## config.mk

```make
export PLATFORM = sky130hd
export DESIGN_NAME = blf_boot_lock_fuse
export DESIGN_NICKNAME = d
export VERILOG_FILES = /design/src/verilog/blf_pkg.sv /design/src/verilog/blf_boot_lock_fuse.sv
export VERILOG_INCLUDE_DIRS = /design/src /design/src/verilog
export SDC_FILE = /design/constraint.sdc
export NUM_CORES = 1
export LEC_CHECK = 0
export ABC_AREA = 1
export BUFFER_PORTS_ARGS = -buffer_cell sky130_fd_sc_hd__buf_2
export CAP_MARGIN = 20
export CORE_ASPECT_RATIO = 0.6
export CORE_MARGIN = 2
export CORE_UTILIZATION = 46
export CTS_CLUSTER_DIAMETER = 40
export DETAILED_ROUTE_END_ITERATION = 10
export GPL_ROUTABILITY_DRIVEN = 0
export PLACE_DENSITY_LB_ADDON = 0.05
export SYNTH_ARGS = -nofsm -noshare
export SYNTH_HDL_FRONTEND = slang
export SYNTH_SLANG_ARGS = --single-unit
```

## constraint.sdc

```tcl
create_clock -name clk -period 2.21 [get_ports clk]
set_clock_uncertainty 0.15 [all_clocks]
set_input_delay 0.3315 -clock clk [delete_from_list [all_inputs] [get_ports clk]]
set_output_delay 0.3315 -clock clk [all_outputs]
set_load 0.005 [all_outputs]
```

## src/verilog/blf_cfg.svh

```systemverilog
// constants for the boot-lock and fuse configuration block
// Behaviour
// - app bits both 1 means no restriction
// - app low bit 0 blocks stores to app
// - app high bit 0 blocks boot loads of app
// - app modes 3,4 mask irqs in app when vectors boot
// - boot bits both 1 means no restriction
// - boot low bit 0 blocks stores to boot
// - boot high bit 0 blocks app loads of boot
// - boot modes 3,4 mask irqs in boot when vectors app
// - three fuse bytes, programmed reads as zero
// - extended byte brownout bits default one
// - high byte layout and its defaults
// - low byte layout and its defaults
// - programmed clock-output fuse drives clock out
// - default boot size is the largest
// - default startup time is the longest
// - serial mode cannot change serial download fuse
// - chip erase leaves fuses unchanged
// - first memory lock programmed freezes fuses
// - fuses latched on programming entry, effect after
// - eeprom preserve acts immediately once programmed
// - fuses latched at power-up in normal mode
// - only chip erase and reset return lock bits to one
// - first memory lock blocks flash and eeprom programming
`ifndef BLF_CFG_SVH
`define BLF_CFG_SVH
`define BLF_EXT_DEFAULT   8'h07
`define BLF_HIGH_DEFAULT  8'h99
`define BLF_LOW_DEFAULT   8'h62
`define BLF_LOCK_DEFAULT  8'hFF
`define BLF_ERASED        1'b1
`define BLF_PROGRAMMED    1'b0
`define BLF_EXT_USED_MASK 8'h07
`define BLF_HI_EEPROM_PRESERVE     3
`define BLF_HI_SERIAL_DOWNLOAD_ENABLE      5
`define BLF_LO_CLOCK_OUTPUT_ENABLE      6
`define BLF_LK_LB1        0
`define BLF_LK_LB2        1
`define BLF_LK_APP_LO     2
`define BLF_LK_APP_HI     3
`define BLF_LK_BOOT_LO    4
`define BLF_LK_BOOT_HI    5
`define BLF_ADDR_EXT      2'h0
`define BLF_ADDR_HIGH     2'h1
`define BLF_ADDR_LOW      2'h2
`define BLF_ADDR_LOCK     2'h3
`define BLF_RD_FUSE       4'h0
`define BLF_RD_LATCH      4'h4
`define BLF_RD_LOCK_PIN   4'h8
`define BLF_RD_STATUS     4'hC
`define BLF_AV_LOCKS      4'h1
`endif

```

## src/verilog/blf_pkg.sv

```systemverilog
// types for the boot-lock and fuse configuration block
package blf_pkg;
	typedef struct packed {
		logic [7:0] ext;
		logic [7:0] high;
		logic [7:0] low;
	} blf_fuses_t;

	typedef enum logic [1:0] {
		BLF_SESSION_NORMAL,
		BLF_SESSION_PROG
	} blf_session_t;

	typedef struct packed {
		blf_fuses_t   nv;
		logic [7:0]   lock;
		blf_fuses_t   latched;
		blf_session_t session;
		logic         latched_valid;
		logic [31:0]  rdata;
		logic         rvalid;
	} blf_state_t;
endpackage : blf_pkg

```

## src/verilog/blf_boot_lock_fuse.sv

```systemverilog
// boot-lock checking, fuse storage and fuse latching
`timescale 1ns/1ps
`include "blf_cfg.svh"
module blf_boot_lock_fuse (
	input  wire logic        clk,
	input  wire logic        rst,
	// avalon-mm slave, word addressed
	input  wire logic [3:0]  avs_address,
	input  wire logic        avs_read,
	input  wire logic        avs_write,
	input  wire logic [31:0] avs_writedata,
	output logic      [31:0] avs_readdata,
	output logic             avs_waitrequest,
	// external programmer port
	input  wire logic        prog_mode_pin,
	input  wire logic        prog_serial,
	input  wire logic        prog_wr,
	input  wire logic [1:0]  prog_sel,
	input  wire logic [7:0]  prog_wdata,
	input  wire logic        prog_chip_erase,
	output logic      [7:0]  prog_rdata,
	output logic             prog_wr_refused,
	output logic             prog_mem_allowed,
	// cpu program-memory access check
	input  wire logic        cpu_exec_in_boot,
	input  wire logic        cpu_target_in_boot,
	input  wire logic        cpu_store,
	input  wire logic        cpu_load,
	input  wire logic        cpu_vectors_in_boot,
	input  wire logic        cpu_lock_set,
	input  wire logic [7:0]  cpu_lock_data,
	output logic             access_allowed,
	output logic             irq_disable,
	// latched fuse outputs
	input  wire logic        sys_clk_in,
	output logic      [23:0] fuse_latched,
	output logic             eeprom_preserve,
	output logic             clock_output_enable,
	output logic             clock_out
);
	blf_pkg::blf_state_t s_q;
	blf_pkg::blf_state_t s_d;
	logic [1:0] mode_sync_q;
	logic [1:0] ser_sync_q;

	// pins from the programmer come from outside the clock domain
	always_ff @(posedge clk or posedge rst) begin
		if (rst) begin
			mode_sync_q <= 2'h0;
			ser_sync_q  <= 2'h0;
		end else begin
			mode_sync_q <= {mode_sync_q[0], prog_mode_pin};
			ser_sync_q  <= {ser_sync_q[0], prog_serial};
		end
	end

	logic in_prog;
	assign in_prog = mode_sync_q[1];

	// lock bits in use are the live lock byte, not a latched session copy
	logic app_lo;
	logic app_hi;
	logic boot_lo;
	logic boot_hi;
	logic fuses_frozen;
	assign app_lo       = s_q.lock[`BLF_LK_APP_LO];
	assign app_hi       = s_q.lock[`BLF_LK_APP_HI];
	assign boot_lo      = s_q.lock[`BLF_LK_BOOT_LO];
	assign boot_hi      = s_q.lock[`BLF_LK_BOOT_HI];
	assign fuses_frozen = (s_q.lock[`BLF_LK_LB1] == `BLF_PROGRAMMED);

	// access check by executing section and target section
	always_comb begin
		access_allowed = 1'b1;
		if (cpu_store && !cpu_target_in_boot && app_lo == `BLF_PROGRAMMED)
			access_allowed = 1'b0;
		if (cpu_load && cpu_exec_in_boot && !cpu_target_in_boot
			&& app_hi == `BLF_PROGRAMMED)
			access_allowed = 1'b0;
		if (cpu_store && cpu_target_in_boot && boot_lo == `BLF_PROGRAMMED)
			access_allowed = 1'b0;
		if (cpu_load && !cpu_exec_in_boot && cpu_target_in_boot
			&& boot_hi == `BLF_PROGRAMMED)
			access_allowed = 1'b0;
	end

	// modes 3 and 4 share a programmed high bit
	always_comb begin
		irq_disable = 1'b0;
		if (!cpu_exec_in_boot && cpu_vectors_in_boot && app_hi == `BLF_PROGRAMMED)
			irq_disable = 1'b1;
		if (cpu_exec_in_boot && !cpu_vectors_in_boot && boot_hi == `BLF_PROGRAMMED)
			irq_disable = 1'b1;
	end

	logic prog_mem_ok;
	assign prog_mem_ok = (s_q.lock[`BLF_LK_LB1] == `BLF_ERASED);

	// fuse write through the programmer, returns new fuse set
	function automatic blf_pkg::blf_fuses_t fuse_write(
		input blf_pkg::blf_fuses_t f,
		input logic [1:0]          sel,
		input logic [7:0]          wd,
		input logic                serial
	);
		blf_pkg::blf_fuses_t r;
		r = f;
		unique case (sel)
			`BLF_ADDR_EXT:  r.ext = wd & `BLF_EXT_USED_MASK;
			`BLF_ADDR_HIGH: begin
				r.high = wd;
				if (serial)
					r.high[`BLF_HI_SERIAL_DOWNLOAD_ENABLE] = f.high[`BLF_HI_SERIAL_DOWNLOAD_ENABLE];
			end
			`BLF_ADDR_LOW:  r.low = wd;
			default:        r = f;
		endcase
		return r;
	endfunction : fuse_write

	logic av_wr_locks;
	logic wr_fuse_req;
	logic wr_lock_req;
	assign av_wr_locks = avs_write && avs_address == `BLF_AV_LOCKS;
	assign wr_fuse_req = in_prog && prog_wr && prog_sel != `BLF_ADDR_LOCK;
	assign wr_lock_req = in_prog && prog_wr && prog_sel == `BLF_ADDR_LOCK;

	always_comb begin
		s_d        = s_q;
		s_d.rvalid = 1'b0;
		// session tracking and latching
		unique case (s_q.session)
			blf_pkg::BLF_SESSION_NORMAL: begin
				if (!s_q.latched_valid) begin
					s_d.latched       = s_q.nv;
					s_d.latched_valid = 1'b1;
				end
				if (in_prog) begin
					s_d.latched = s_q.nv;
					s_d.session = blf_pkg::BLF_SESSION_PROG;
				end
			end
			blf_pkg::BLF_SESSION_PROG: begin
				if (!in_prog) begin
					s_d.latched = s_q.nv;
					s_d.session = blf_pkg::BLF_SESSION_NORMAL;
				end
			end
			default: s_d.session = blf_pkg::BLF_SESSION_NORMAL;
		endcase
		// chip erase resets locks only, fuses stay
		if (in_prog && prog_chip_erase) begin
			s_d.lock = `BLF_LOCK_DEFAULT;
		end else begin
			if (wr_fuse_req && !fuses_frozen)
				s_d.nv = fuse_write(s_q.nv, prog_sel, prog_wdata, ser_sync_q[1]);
			// lock bits only ever go to programmed by writes
			if (wr_lock_req)
				s_d.lock = s_q.lock & prog_wdata;
			else if (cpu_lock_set)
				s_d.lock = s_q.lock & cpu_lock_data;
			else if (av_wr_locks)
				s_d.lock = s_q.lock & avs_writedata[7:0];
		end
		// register reads, one cycle of wait
		if (avs_read && !s_q.rvalid) begin
			s_d.rvalid = 1'b1;
			unique case (avs_address)
				`BLF_RD_FUSE:     s_d.rdata = {8'h00, s_q.nv.ext, s_q.nv.high, s_q.nv.low};
				`BLF_AV_LOCKS:    s_d.rdata = {24'h000000, s_q.lock};
				`BLF_RD_LATCH:    s_d.rdata = {8'h00, s_q.latched};
				`BLF_RD_STATUS:   s_d.rdata = {29'h00000000, fuses_frozen,
					prog_mem_ok, s_q.session == blf_pkg::BLF_SESSION_PROG};
				default:          s_d.rdata = 32'h00000000;
			endcase
		end
	end

	always_ff @(posedge clk or posedge rst) begin
		if (rst) begin
			s_q.nv.ext        <= `BLF_EXT_DEFAULT;
			s_q.nv.high       <= `BLF_HIGH_DEFAULT;
			s_q.nv.low        <= `BLF_LOW_DEFAULT;
			s_q.lock          <= `BLF_LOCK_DEFAULT;
			s_q.latched.ext   <= `BLF_EXT_DEFAULT;
			s_q.latched.high  <= `BLF_HIGH_DEFAULT;
			s_q.latched.low   <= `BLF_LOW_DEFAULT;
			s_q.session       <= blf_pkg::BLF_SESSION_NORMAL;
			s_q.latched_valid <= 1'b0;
			s_q.rdata         <= 32'h00000000;
			s_q.rvalid        <= 1'b0;
		end else begin
			s_q <= s_d;
		end
	end

	// writes finish at once; reads wait one cycle for registered data
	assign avs_waitrequest = avs_read && !s_q.rvalid;
	assign avs_readdata    = s_q.rdata;

	always_comb begin
		unique case (prog_sel)
			`BLF_ADDR_EXT:  prog_rdata = s_q.nv.ext;
			`BLF_ADDR_HIGH: prog_rdata = s_q.nv.high;
			`BLF_ADDR_LOW:  prog_rdata = s_q.nv.low;
			default:        prog_rdata = s_q.lock;
		endcase
	end
	assign prog_wr_refused  = wr_fuse_req && fuses_frozen;
	assign prog_mem_allowed = in_prog && prog_mem_ok;

	assign fuse_latched = s_q.latched;
	// preserve bypasses the latch once programmed
	assign eeprom_preserve = (s_q.latched.high[`BLF_HI_EEPROM_PRESERVE] == `BLF_PROGRAMMED)
		|| (s_q.nv.high[`BLF_HI_EEPROM_PRESERVE] == `BLF_PROGRAMMED);
	assign clock_output_enable = (s_q.latched.low[`BLF_LO_CLOCK_OUTPUT_ENABLE] == `BLF_PROGRAMMED);
	// gating a clock here is a model; a real chip uses a glitch-free cell
	assign clock_out = clock_output_enable & sys_clk_in;
endmodule : blf_boot_lock_fuse

```

Word level (Yosys, flattened, before mapping). Cells that the tools add are included.

Bits in read-only memories: 0. Output and inout bits: 72. Word-level logic and storage cells: 96. Memories kept: 0. Latch bits: 0. Register bits after elaboration: 83. RAM bits: 0.

Divide/modulo/power cells: 0. Add/sub/neg operators: 0. Shift operators: 0. Reductions and logical operators: 39. Muxes and demuxes: 18. Bitwise operators: 14. Magnitude comparators: 0. Equal/unequal tests: 11. $mul: 0.

Operator list (number): $pmux W24 S4 (1); $mux W26 (2); $pmux W24 S2 (1); $mux W8 (4); $and A8 B8 Y8 (3); $mux W24 (1); $pmux W8 S3 (1); $logic_and A1 B1 Y1 (23); $reduce_and A3 Y1 (4); $not A1 Y1 (10); $mux W1 (7); $ne A2 B2 Y1 const B (3); $eq A2 B1 Y1 const B (2); $eq A2 B2 Y1 const B (2); $eq A4 B1 Y1 const B (1); $eq A4 B3 Y1 const B (1); $eq A4 B4 Y1 const B (1); $logic_not A1 Y1 (4); $logic_not A2 Y1 (2); $logic_not A4 Y1 (1); $pmux W2 S2 (1); $reduce_and A4 Y1 (1); $reduce_bool A4 Y1 (1); $ne A3 B3 Y1 const B (1); other kinds (4) (4).

Logic depth before layout (Yosys ltp). Gate-level depths: netlist of the first run.

Depth after elaboration: 7. Depth in mapped cells: 9. Gate-level depth less buffers: 8.

Worst setup path after synthesis of the first run. OpenSTA, ideal clock, no wires.

Path type: reg-to-reg. Start: register s_q, in the netlist prog_mem_ok. End: register s_q[82] (netlist bit). Path slack: 0.633 ns. Setup time: 0.126 ns. Data required time: 1.934 ns. Arrival: 1.301 ns. Stages on the path, launching flop included: 6. Clock period less this slack: 1.577 ns. Path through: dfstp_2 > clkbuf_1 > nand4_4 > nor2_4 > buf_6 > o21ai_0.

Word-level cells in the longest chain between the ends: 2.

Ends and longest elaborated chain: start, declared (line blf_boot_lock_fuse.sv:41) `blf_pkg::blf_state_t s_q;`; $logic_and A1 B1 Y1 (line blf_boot_lock_fuse.sv:155) `if (wr_fuse_req && !fuses_frozen)`; $reduce_and A3 Y1 (no line).

No other way between the ends. A chain may end at the register's enable or synchronous reset.

Worst setup path after layout of the first run.
Start: register s_q, in the netlist app_hi. End: output port access_allowed.

Word-level cells in the longest chain between the ends: 5.

Ends and longest elaborated chain: $not A1 Y1 (no line); $logic_and A1 B1 Y1 (no line); $mux W1 (line blf_boot_lock_fuse.sv:77) `if (cpu_load && cpu_exec_in_boot && !cpu_target_in_boot`; $mux W1 (line blf_boot_lock_fuse.sv:80) `` if (cpu_store && cpu_target_in_boot && boot_lo == `BLF_PROGRAMMED) ``; $mux W1 (line blf_boot_lock_fuse.sv:82) `if (cpu_load && !cpu_exec_in_boot && cpu_target_in_boot`; end, declared (line blf_boot_lock_fuse.sv:32) `output logic access_allowed,`.

No other way between the ends.

==> results of run 1 <==
kinds of logic (layout without fill, tap and decap cells):
logic type / after synthesis / in the layout / share of synthesized area [%]
buffers and inverters: 150 / 203 / 19.4
and+or+nand+nor: 260 / 260 / 26.0
other: 1 / 18 / 0.0920
AOI/OAI and AO/OA: 69 / 69 / 9.45
DFF: 72 / 72 / 45.0
final timing paths:
path / endpoint / slack [ps]
max: access_allowed / 270
min: s_q[73]$_DFFE_PP1P_ / 90
max reg2reg: s_q[75]$_DFFE_PP0P_ / 480
min reg2reg: mode_sync_q[1]$_DFF_PP0_ / 200
max in group asynchronous: app_hi$_DFFE_PP1P_ / 800
min in group asynchronous: avs_readdata[3]$_DFFE_PP0P_ / 440
cells in the mapped netlist, types with 2 or more instances:
cell	count
buf_2	6
nor2_1	14
dfrtp_1	44
a21oi_1	5
nand2_2	4
o22ai_1	13
o221ai_1	3
o211ai_1	2
dfstp_2	28
nand2_1	209
o2111ai_1	2
o21ai_0	43
nand3_1	25
clkbuf_1	7
inv_1	77
buf_4	57
nor2_2	3
sequential cells by signal (all words and copies together), names as in the netlist:
name          count
app_lo            1
prog_mem_ok       1
boot_hi           1
avs_readdata     19
fuse_latched     19
app_hi            1
boot_lo           1
s_q              25
mode_sync_q       2
ser_sync_q        2
stage by stage:
step | hold slack, ps | std cells | cell area [µm²] | setup slack (ps)
floorplan | 181 | 569 | 4150 | 633
global placement | 183 | 715 | 4350 | 441
detailed placement | 189 | 715 | 4350 | 422
CTS | 78.8 | 734 | 4630 | 264
global route | 89.7 | 734 | 4630 | 167
finish | 92.4 | 734 | 4630 | 270
layer usage:
metal,GRT usage (%),vias up,wire length (µm)
li1,-,1762,-
met1,33.1,1641,5000
met2,32.4,131,4160
met3,6.14,9,918
met4,5.78,0,79
met5,0,-,0
cell type report:
class                   instances  area (µm²)  area share (%)
clock buffers                  15         248            5.35
clock inverters                 1        5.00           0.108
inverters                      79         300            6.48
multi-input cells             347        1520            32.7
flip-flops and latches         72        1840            39.7
well taps                     112         140            3.03
repair buffers                108         586            12.6
worst max-delay path, cell delays in order (launching register included):
cell     delay (ps)
dfstp_2         580
inv_1            90
nand3_1         120
o21ai_0         100
o22ai_1         110
buf_2           140
power by group through the flow:
stage	Clock, µW	Sequential (µW)	Combinational, µW
2_1_floorplan	0	1800	650
3_3_place_gp	0	1890	778
3_5_place_dp	0	1890	785
4_1_cts	1300	1870	798
5_1_grt	1370	1910	914
6_report	1270	1880	791
==> impl_metrics.py, run 1 <==
metrics = {
    "power_and_ir_drop": {
        "switching_share_pct": 30.4,
        "power_switching_uw": 1200,
        "power-per-cell-area_mw_per_mm2": 851,
        "fin_total_pwr_uw": 3940,
        "p_comb_share_pct": 20.1,
        "leakage_uw": 0.00261,
        "clkPwrFrac_pct": 32.3,
        "vdd_drop_max_mv": 0.387,
        "seqPwrFrac_pct": 47.6,
        "internal_power_uw": 2740,
    },
    "logic_synthesis": {
        "ys_seq_area_share_pct": 45.0,
        "synth.area.top_cells": "dfrtp_1 27%, nand2_1 19%, dfstp_2 18%, buf_4 10%, inv_1 7.1%",
        "synth_edf_count": 0,
        "ys_ff_latch": 72,
        "synthDistinctLibCells": 27,
        "ys.flop_type": "dfrtp_1",
        "syn_area_mm2": 0.00408,
        "synth_top_area_share_pct": 27.0,
        "ys.warnings.count": 0,
        "synthArstFlopShare_pct": 100,
        "avgSynthCellArea_um2": 7.39,
        "synth_top_area_cell": "dfrtp_1",
        "syn_inst": 552,
    },
    "detailed_routing": {
        "vias": 3543,
        "routed_wl_mm": 10.2,
        "drc": 0,
        "first_pass_iters": 5,
        "wl_per_cell_um": 13.8,
        "via_per_inst": 4.83,
        "drt_iter0_markers": 217,
        "postRouteAntennaNets": 0,
    },
    "critical_path": {
        "cp-end-kind": "primary output",
        "worst-setup-path-type": "register to primary output",
        "cp-startpoint": "app_hi$_DFFE_PP1P_",
        "reg2reg_depth": 5,
        "cp_data_arrival_time_ps": 1460,
        "worstReg2RegStart": "mode_sync_q[1]$_DFF_PP0_",
        "crit_required_ps": 1730,
        "worst-path-max-fanout": 3,
        "critPathLaunchType": "register",
    },
    "timing": {
        "tns_ps": 0,
        "period_needed_ps": 1940,
        "max_slew.worst_pin.slew_ps": 566,
        "hold_viol": 0,
        "setup_viol": 0,
        "slew_viol_final": 0,
        "timing.final.crit_share_pct": 87.8,
        "max_slew_margin_pct": 62.1,
        "fmax_mhz": 515,
        "rsz0062_at_grt": "false",
    },
    "finish": {
        "fill_cells": 872,
        "final_util_pct": 54.1,
        "drive_gt1_share_pct": 25.1,
        "area_delta_synth_final_pct": 13.6,
        "nets": 686,
        "antenna_cells": 0,
        "final_common_cell": "nand2_1",
        "layout_common_cells": "209 x nand2_1, 98 x buf_2, 76 x inv_1",
    },
    "floorplan": {
        "initial_core_util_pct": 47.7,
        "die_w_um": 126,
        "placementRows": 26,
        "die_h_um": 76.9,
        "core-area_mm2": 0.00856,
        "pin_count": 141,
        "die_area_mm2": 0.00966,
    },
    "clock_network": {
        "post-cts-setup-buffers": 0,
        "postCtsResizedCells": 0,
        "clk-insertion-delay-late_ps": 340,
        "clkTransAtPathRegs_ps": 50,
        "clock_sinks": 72,
        "htreeDepth": 3,
        "cts_buffers": 9,
        "cts_tree": "done",
        "cts_buffer_depth": 2,
        "root_buffer": "clkbuf_16",
        "cts_hold_buf": 3,
    },
    "global_routing": {
        "grtUsageTotal_pct": 22.4,
        "grt_pass1_vias": 3356,
        "grt_max_degree": 52,
        "antenna_found_initial": 0,
        "grt_first_pass_wirelength_mm": 16.9,
        "overflow": 0,
    },
    "placement": {
        "hpwl_mm": 7.67,
        "port_buffers": 98,
    },
    "run_status": {
        "status": "finished clean",
    },
    "worst_hold_path": {
        "min_from": "prog_wdata[5]",
        "hp-class": "input pin to register",
        "whs_path_depth": 3,
    },
    "run": {
        "cap_violations": 0,
    },
}
Power figures use the tool's default switching activity.
==> run 2: changes to the inputs <==
--- a/config.mk
+++ b/config.mk
@@ -8,10 +8,10 @@
 export LEC_CHECK = 0
 export ABC_AREA = 1
 export BUFFER_PORTS_ARGS = -buffer_cell sky130_fd_sc_hd__buf_2
-export CAP_MARGIN = 20
 export CORE_ASPECT_RATIO = 0.6
 export CORE_MARGIN = 2
-export CORE_UTILIZATION = 46
+export CORE_UTILIZATION = 47
+export CTS_BUF_LIST = sky130_fd_sc_hd__clkbuf_4
 export CTS_CLUSTER_DIAMETER = 40
 export DETAILED_ROUTE_END_ITERATION = 10
 export GPL_ROUTABILITY_DRIVEN = 0
==> constraint.sdc (replaced) <==
create_clock -name clk -period 2.21 [get_ports clk]
set_clock_uncertainty 0.15 [all_clocks]
set_input_delay 0.221 -clock clk [delete_from_list [all_inputs] [get_ports clk]]
set_output_delay 0.221 -clock clk [all_outputs]
set_load 0.005 [all_outputs]
==> run 2 against run 1 <==
Effect of this change: design area down 1.6%; die area down 2.0%; final cell count up 0.95%; wire length down 1.3%; largest power group unchanged; sequential power about the same; non-clock buffer count up 7; via count up 0.45%; critical path depth unchanged; setup slack better by 26 ps; sequential share of layout area up 0.65 points.
==> impl_metrics.py, run 2 (synthesis results as in run 1) <==
metrics = {
    "run_status": {
        "status": "finished clean",
    },
    "timing": {
        "rsz0062_at_grt": "false",
        "hold_viol": 0,
        "holdWs_ps": 68.4,
        "max_slew_margin_pct": 59.4,
        "setup_viol": 0,
        "tns_ps": 0,
        "period_needed_ps": 1910,
        "fmax_mhz": 522,
        "slew_viol_final": 0,
        "timing.final.crit_share_pct": 86.6,
        "max_slew.worst_pin.slew_ps": 605,
    },
    "clock_network": {
        "root_buffer": "clkbuf_4",
        "htreeDepth": 3,
        "clk-insertion-delay-late_ps": 430,
        "clock_sinks": 72,
        "postCtsResizedCells": 0,
        "cts_buffer_depth": 2,
        "clkTransAtPathRegs_ps": 100,
        "cts_buffers": 9,
        "cts_tree": "done",
    },
    "critical_path": {
        "cp-startpoint": "app_hi$_DFFE_PP1P_",
        "rrSetupSlack_ps": 520,
        "critPathLaunchType": "register",
        "cp_data_arrival_time_ps": 1540,
        "crit_chain": "inv_1 > nand3_1 > o21ai_0 > o22ai_1 > buf_2",
        "worst-path-max-fanout": 3,
        "cp-end-kind": "primary output",
        "worst-setup-path-type": "register to primary output",
        "slowest_delay_ps": 580,
        "cp_slowest_cell": "dfstp_2",
        "worstReg2RegStart": "mode_sync_q[1]$_DFF_PP0_",
        "crit_required_ps": 1840,
    },
    "global_routing": {
        "grt_max_degree": 73,
        "antenna_found_initial": 0,
        "grt_pass1_vias": 3359,
        "grtUsageTotal_pct": 22.4,
        "overflow": 0,
        "grt_first_pass_wirelength_mm": 16.7,
    },
    "power_and_ir_drop": {
        "leakage_uw": 0.00259,
        "power-per-cell-area_mw_per_mm2": 741,
        "vdd_drop_max_mv": 0.373,
    },
    "finish": {
        "largest_reg_flops": 25,
        "regArea_mm2": 0.00184,
        "antenna_cells": 0,
        "final_common_cell": "nand2_1",
        "drive_gt1_share_pct": 25.1,
        "multi_input_area_mm2": 0.00152,
        "regMostFlops": "s_q",
        "fill_cells": 860,
        "layout_common_cells": "209 x nand2_1, 98 x buf_2, 76 x inv_1",
        "nets": 693,
        "area_delta_synth_final_pct": 11.8,
    },
    "detailed_routing": {
        "postRouteAntennaNets": 0,
        "first_pass_iters": 5,
        "drt_iter0_markers": 225,
        "vias": 3559,
        "wl_per_cell_um": 13.5,
        "via_per_inst": 4.80,
        "drc": 0,
        "routed_wl_mm": 10.0,
    },
    "worst_hold_path": {
        "hp-class": "input pin to register",
        "min_from": "prog_chip_erase",
    },
    "floorplan": {
        "pin_count": 141,
        "core-area_mm2": 0.00846,
        "initial_core_util_pct": 48.2,
        "placementRows": 26,
        "die_w_um": 124,
        "die_h_um": 76.2,
        "die_area_mm2": 0.00946,
    },
    "placement": {
        "hpwl_mm": 7.69,
        "port_buffers": 98,
    },
    "run": {
        "cap_violations": 0,
    },
}
==> run 2: changes by cell type in the layout (fill, tap and decap cells not counted), sizes merged <==
cell         before  now
clkinv            2    4
dlygate4sd3       3   11
clkinvlp          1    0
buf             105  104
inv              77   78
clkbuf           15   13
==> run 2: final cells by class <==
cell class,instances,area share [%]
clock buffers,13,2.14
well taps,112,3.08
multi-input cells,347,33.3
clock inverters,3,0.247
flip-flops and latches,72,40.3
repair buffers,115,14.4
inverters,79,6.51
==> run 2: worst max-delay path: cells and delay by family, from the launching register on <==
family	cells	cell delay [ps]
DFF	1	580
buffers and inverters	2	230
AOI/OAI and AO/OA	2	210
and+or+nand+nor	1	110
==> run 2: path summary, 6_finish.rpt <==
check | endpoint | cells past startpoint
worst max-delay path | access_allowed | 5
worst min-delay path | boot_hi$_DFFE_PP1P_ | 4
worst max register to register | s_q[75]$_DFFE_PP0P_ | 5
worst min register to register | ser_sync_q[1]$_DFF_PP0_ | 0
max in group asynchronous | app_lo$_DFFE_PP1P_ | 4
min in group asynchronous | fuse_latched[3]$_DFFE_PP0P_ | 4
==> run 2: stage by stage <==
stage               power, µW  std cells  util [%]  cell area (µm²)  setup slack [ps]
floorplan                2450        569         -             4140              60.4
global placement         2660        714      51.3             4340               347
detailed placement       2680        714      51.3             4340               319
CTS                      3410        741      53.9             4560               257
global route             3620        741      53.9             4560               214
finish                   3380        741      53.9             4560               296
==> run 2: repair_timing <==
item                                   in CTS  in global routing
hold buffers                               11                  0
endpoints found under the hold margin      68                  0
setup buffers                               0                  0
==> run 2: power breakdown <==
group          switching, µW  internal (µW)  total [µW]
combinational            472            328         800
sequential               213           1660        1870
clock                    435            273         708
==> run 2: metal layers <==
metal  vias up  track usage (%)  part of all wire, %
li1       1781                -                    -
met1      1649             33.3                   51
met2       124             31.7                   41
met3         5             8.22                  7.9
met4         0             3.60                 0.47
met5         -                0                    0
==> run 3: changes to the inputs <==
--- a/config.mk
+++ b/config.mk
@@ -16,6 +16,7 @@
 export DETAILED_ROUTE_END_ITERATION = 10
 export GPL_ROUTABILITY_DRIVEN = 0
 export PLACE_DENSITY_LB_ADDON = 0.05
+export SETUP_SLACK_MARGIN = 0.4
 export SYNTH_ARGS = -nofsm -noshare
 export SYNTH_HDL_FRONTEND = slang
 export SYNTH_SLANG_ARGS = --single-unit
==> run 3 against run 2 <==
Effect of this change: final cell count up 1.6%; design area up 3.9%; critical path depth shrank 2; sequential power about the same; global-route usage increased by 0.066 points; combinational power increased by 13%; power rose by 6.1%; clock power rose by 15%; critical endpoint is now prog_rdata[4]; highest routed layer unchanged.
==> impl_metrics.py, run 3 (synthesis results as in run 1) <==
metrics = {
    "floorplan": {
        "core-area_mm2": 0.00846,
        "die_w_um": 124,
        "pin_count": 141,
        "initial_core_util_pct": 48.2,
        "placementRows": 26,
        "die_area_mm2": 0.00946,
        "die_h_um": 76.2,
    },
    "detailed_routing": {
        "vias": 3623,
        "drc": 0,
        "wl_per_cell_um": 13.8,
        "drt_iter0_markers": 332,
        "first_pass_iters": 4,
        "via_per_inst": 4.81,
        "routed_wl_mm": 10.4,
        "postRouteAntennaNets": 0,
    },
    "placement": {
        "port_buffers": 98,
        "dpl-instance-area_mm2": 0.00435,
        "dp.cells": 715,
        "hpwl_mm": 7.65,
    },
    "finish": {
        "antenna_cells": 0,
        "drive_gt1_share_pct": 29.2,
        "final_area_mm2": 0.00473,
        "nets": 705,
        "area_delta_synth_final_pct": 16.1,
        "regMostFlops": "s_q",
        "largest_reg_flops": 25,
        "layout_common_cells": "208 x nand2_1, 99 x buf_2, 71 x inv_1",
        "final_common_cell": "nand2_1",
        "final_cells": 753,
    },
    "power_and_ir_drop": {
        "seqPwrFrac_pct": 52.1,
        "internal_power_uw": 2380,
        "leakage_uw": 0.00266,
        "power-per-cell-area_mw_per_mm2": 757,
        "p_comb_share_pct": 25.2,
        "switching_share_pct": 33.7,
        "fin_total_pwr_uw": 3580,
        "clkPwrFrac_pct": 22.7,
        "vdd_drop_max_mv": 0.428,
        "power_switching_uw": 1210,
    },
    "critical_path": {
        "worst-path-max-fanout": 2,
        "cp-startpoint": "s_q[80]$_DFFE_PP1P_",
        "path_delay_family": "flip-flops",
        "cp_slowest_cell": "dfstp_2",
        "cp_num_buf_inv": 2,
        "worst-setup-path-type": "register to primary output",
        "slowest_delay_ps": 560,
        "worstReg2RegStart": "prog_mem_ok$_DFFE_PP1P_",
        "crit_chain": "inv_2 > o211ai_1 > buf_2",
        "cp-end-kind": "primary output",
        "critPathLaunchType": "register",
        "cp_data_arrival_time_ps": 1420,
        "crit_required_ps": 1840,
    },
    "timing": {
        "tns_ps": 0,
        "max_slew_margin_pct": 62.5,
        "holdWs_ps": 34.6,
        "max_slew.worst_pin.slew_ps": 560,
        "period_needed_ps": 1790,
        "slew_viol_final": 0,
        "hold_viol": 0,
        "rsz0062_at_grt": "true",
        "timing.final.crit_share_pct": 81.0,
        "setup_viol": 0,
        "fmax_mhz": 559,
    },
    "clock_network": {
        "clock_sinks": 72,
        "cts_buffers": 9,
        "cts_buffer_depth": 2,
        "root_buffer": "clkbuf_4",
        "clk-insertion-delay-late_ps": 450,
        "htreeDepth": 3,
        "clkTransAtPathRegs_ps": 120,
        "cts_tree": "done",
    },
    "worst_hold_path": {
        "min_from": "prog_chip_erase",
        "hp-class": "input pin to register",
    },
    "run": {
        "cap_violations": 0,
    },
    "global_routing": {
        "antenna_found_initial": 0,
        "grtUsageTotal_pct": 22.5,
        "grt_max_degree": 73,
        "overflow": 0,
        "grt_pass1_vias": 3351,
        "grt_first_pass_wirelength_mm": 16.8,
    },
    "run_status": {
        "status": "finished clean",
    },
}
## run 3: cell count changes in the layout (fill, tap and decap cells not counted), sizes merged
| cell | change |
|---|---|
| bufinv | +1 |
| buf | +12 |
| clkbuf | -4 |
| inv | -1 |
| clkinvlp | +2 |
| clkinv | +2 |
## run 3: cell type report
class                      instances  area [µm²]
fill                             868        3720
timing repair buffer             127         762
inverter                          79         300
tap                              112         140
multi-input combinational        347        1560
sequential                        72        1840
clock buffer                       9        67.6
clock inverter                     7        62.6
## run 3: repair_timing
item                                   CTS  global route
setup buffers                            4             6
pin swaps                                2             6
endpoints found under the hold margin   66             0
gates resized for setup                  8            11
cloned                                   0             1
setup endpoints to repair                8            14
hold buffers                            11             0
## run 3: worst paths after layout
kind | end | slack, ps | depth (start not counted)
hold reg to reg | mode_sync_q[1]$_DFF_PP0_ | 210 | 0
hold / removal | boot_lo$_DFFE_PP1P_ | 30 | 4
setup / recovery | prog_rdata[4] | 420 | 3
setup reg to reg | s_q[82]$_DFFE_PP0P_ | 600 | 6
min in group asynchronous | s_q[33]$_DFFE_PP0N_ | 240 | 4
max in group asynchronous | s_q[66]$_DFFE_PP1P_ | 1290 | 4
## run 3: worst min-delay path: cells and delay by family
kind                   cells  cell delay [ps]
buffers and inverters      2              280
and+or+nand+nor            2              140
## run 3: metrics by stage
step | setup WS, ps | util [%]
2_1_floorplan | 633 | -
3_3_place_gp | 569 | 51.4
3_5_place_dp | 543 | 51.4
4_1_cts | 371 | 54.9
5_1_grt | 315 | 56.0
6_report | 421 | 56.0
## run 3: metal layers
metal | part of all wire [%] | up-vias | wire, µm | global-route usage (%)
li1 | - | 1805 | - | -
met1 | 51 | 1683 | 5280 | 34.6
met2 | 41 | 122 | 4220 | 31.1
met3 | 7.3 | 13 | 752 | 6.60
met4 | 1.1 | 0 | 112 | 4.72
met5 | 0 | - | 0 | 0
## run 3: power by group through the flow
stage	sequential, µW	clock [µW]	combinational, µW
2_1_floorplan	1800	0	650
3_3_place_gp	1890	0	775
3_5_place_dp	1890	0	787
4_1_cts	1860	840	854
5_1_grt	1900	906	1030
6_report	1870	813	905
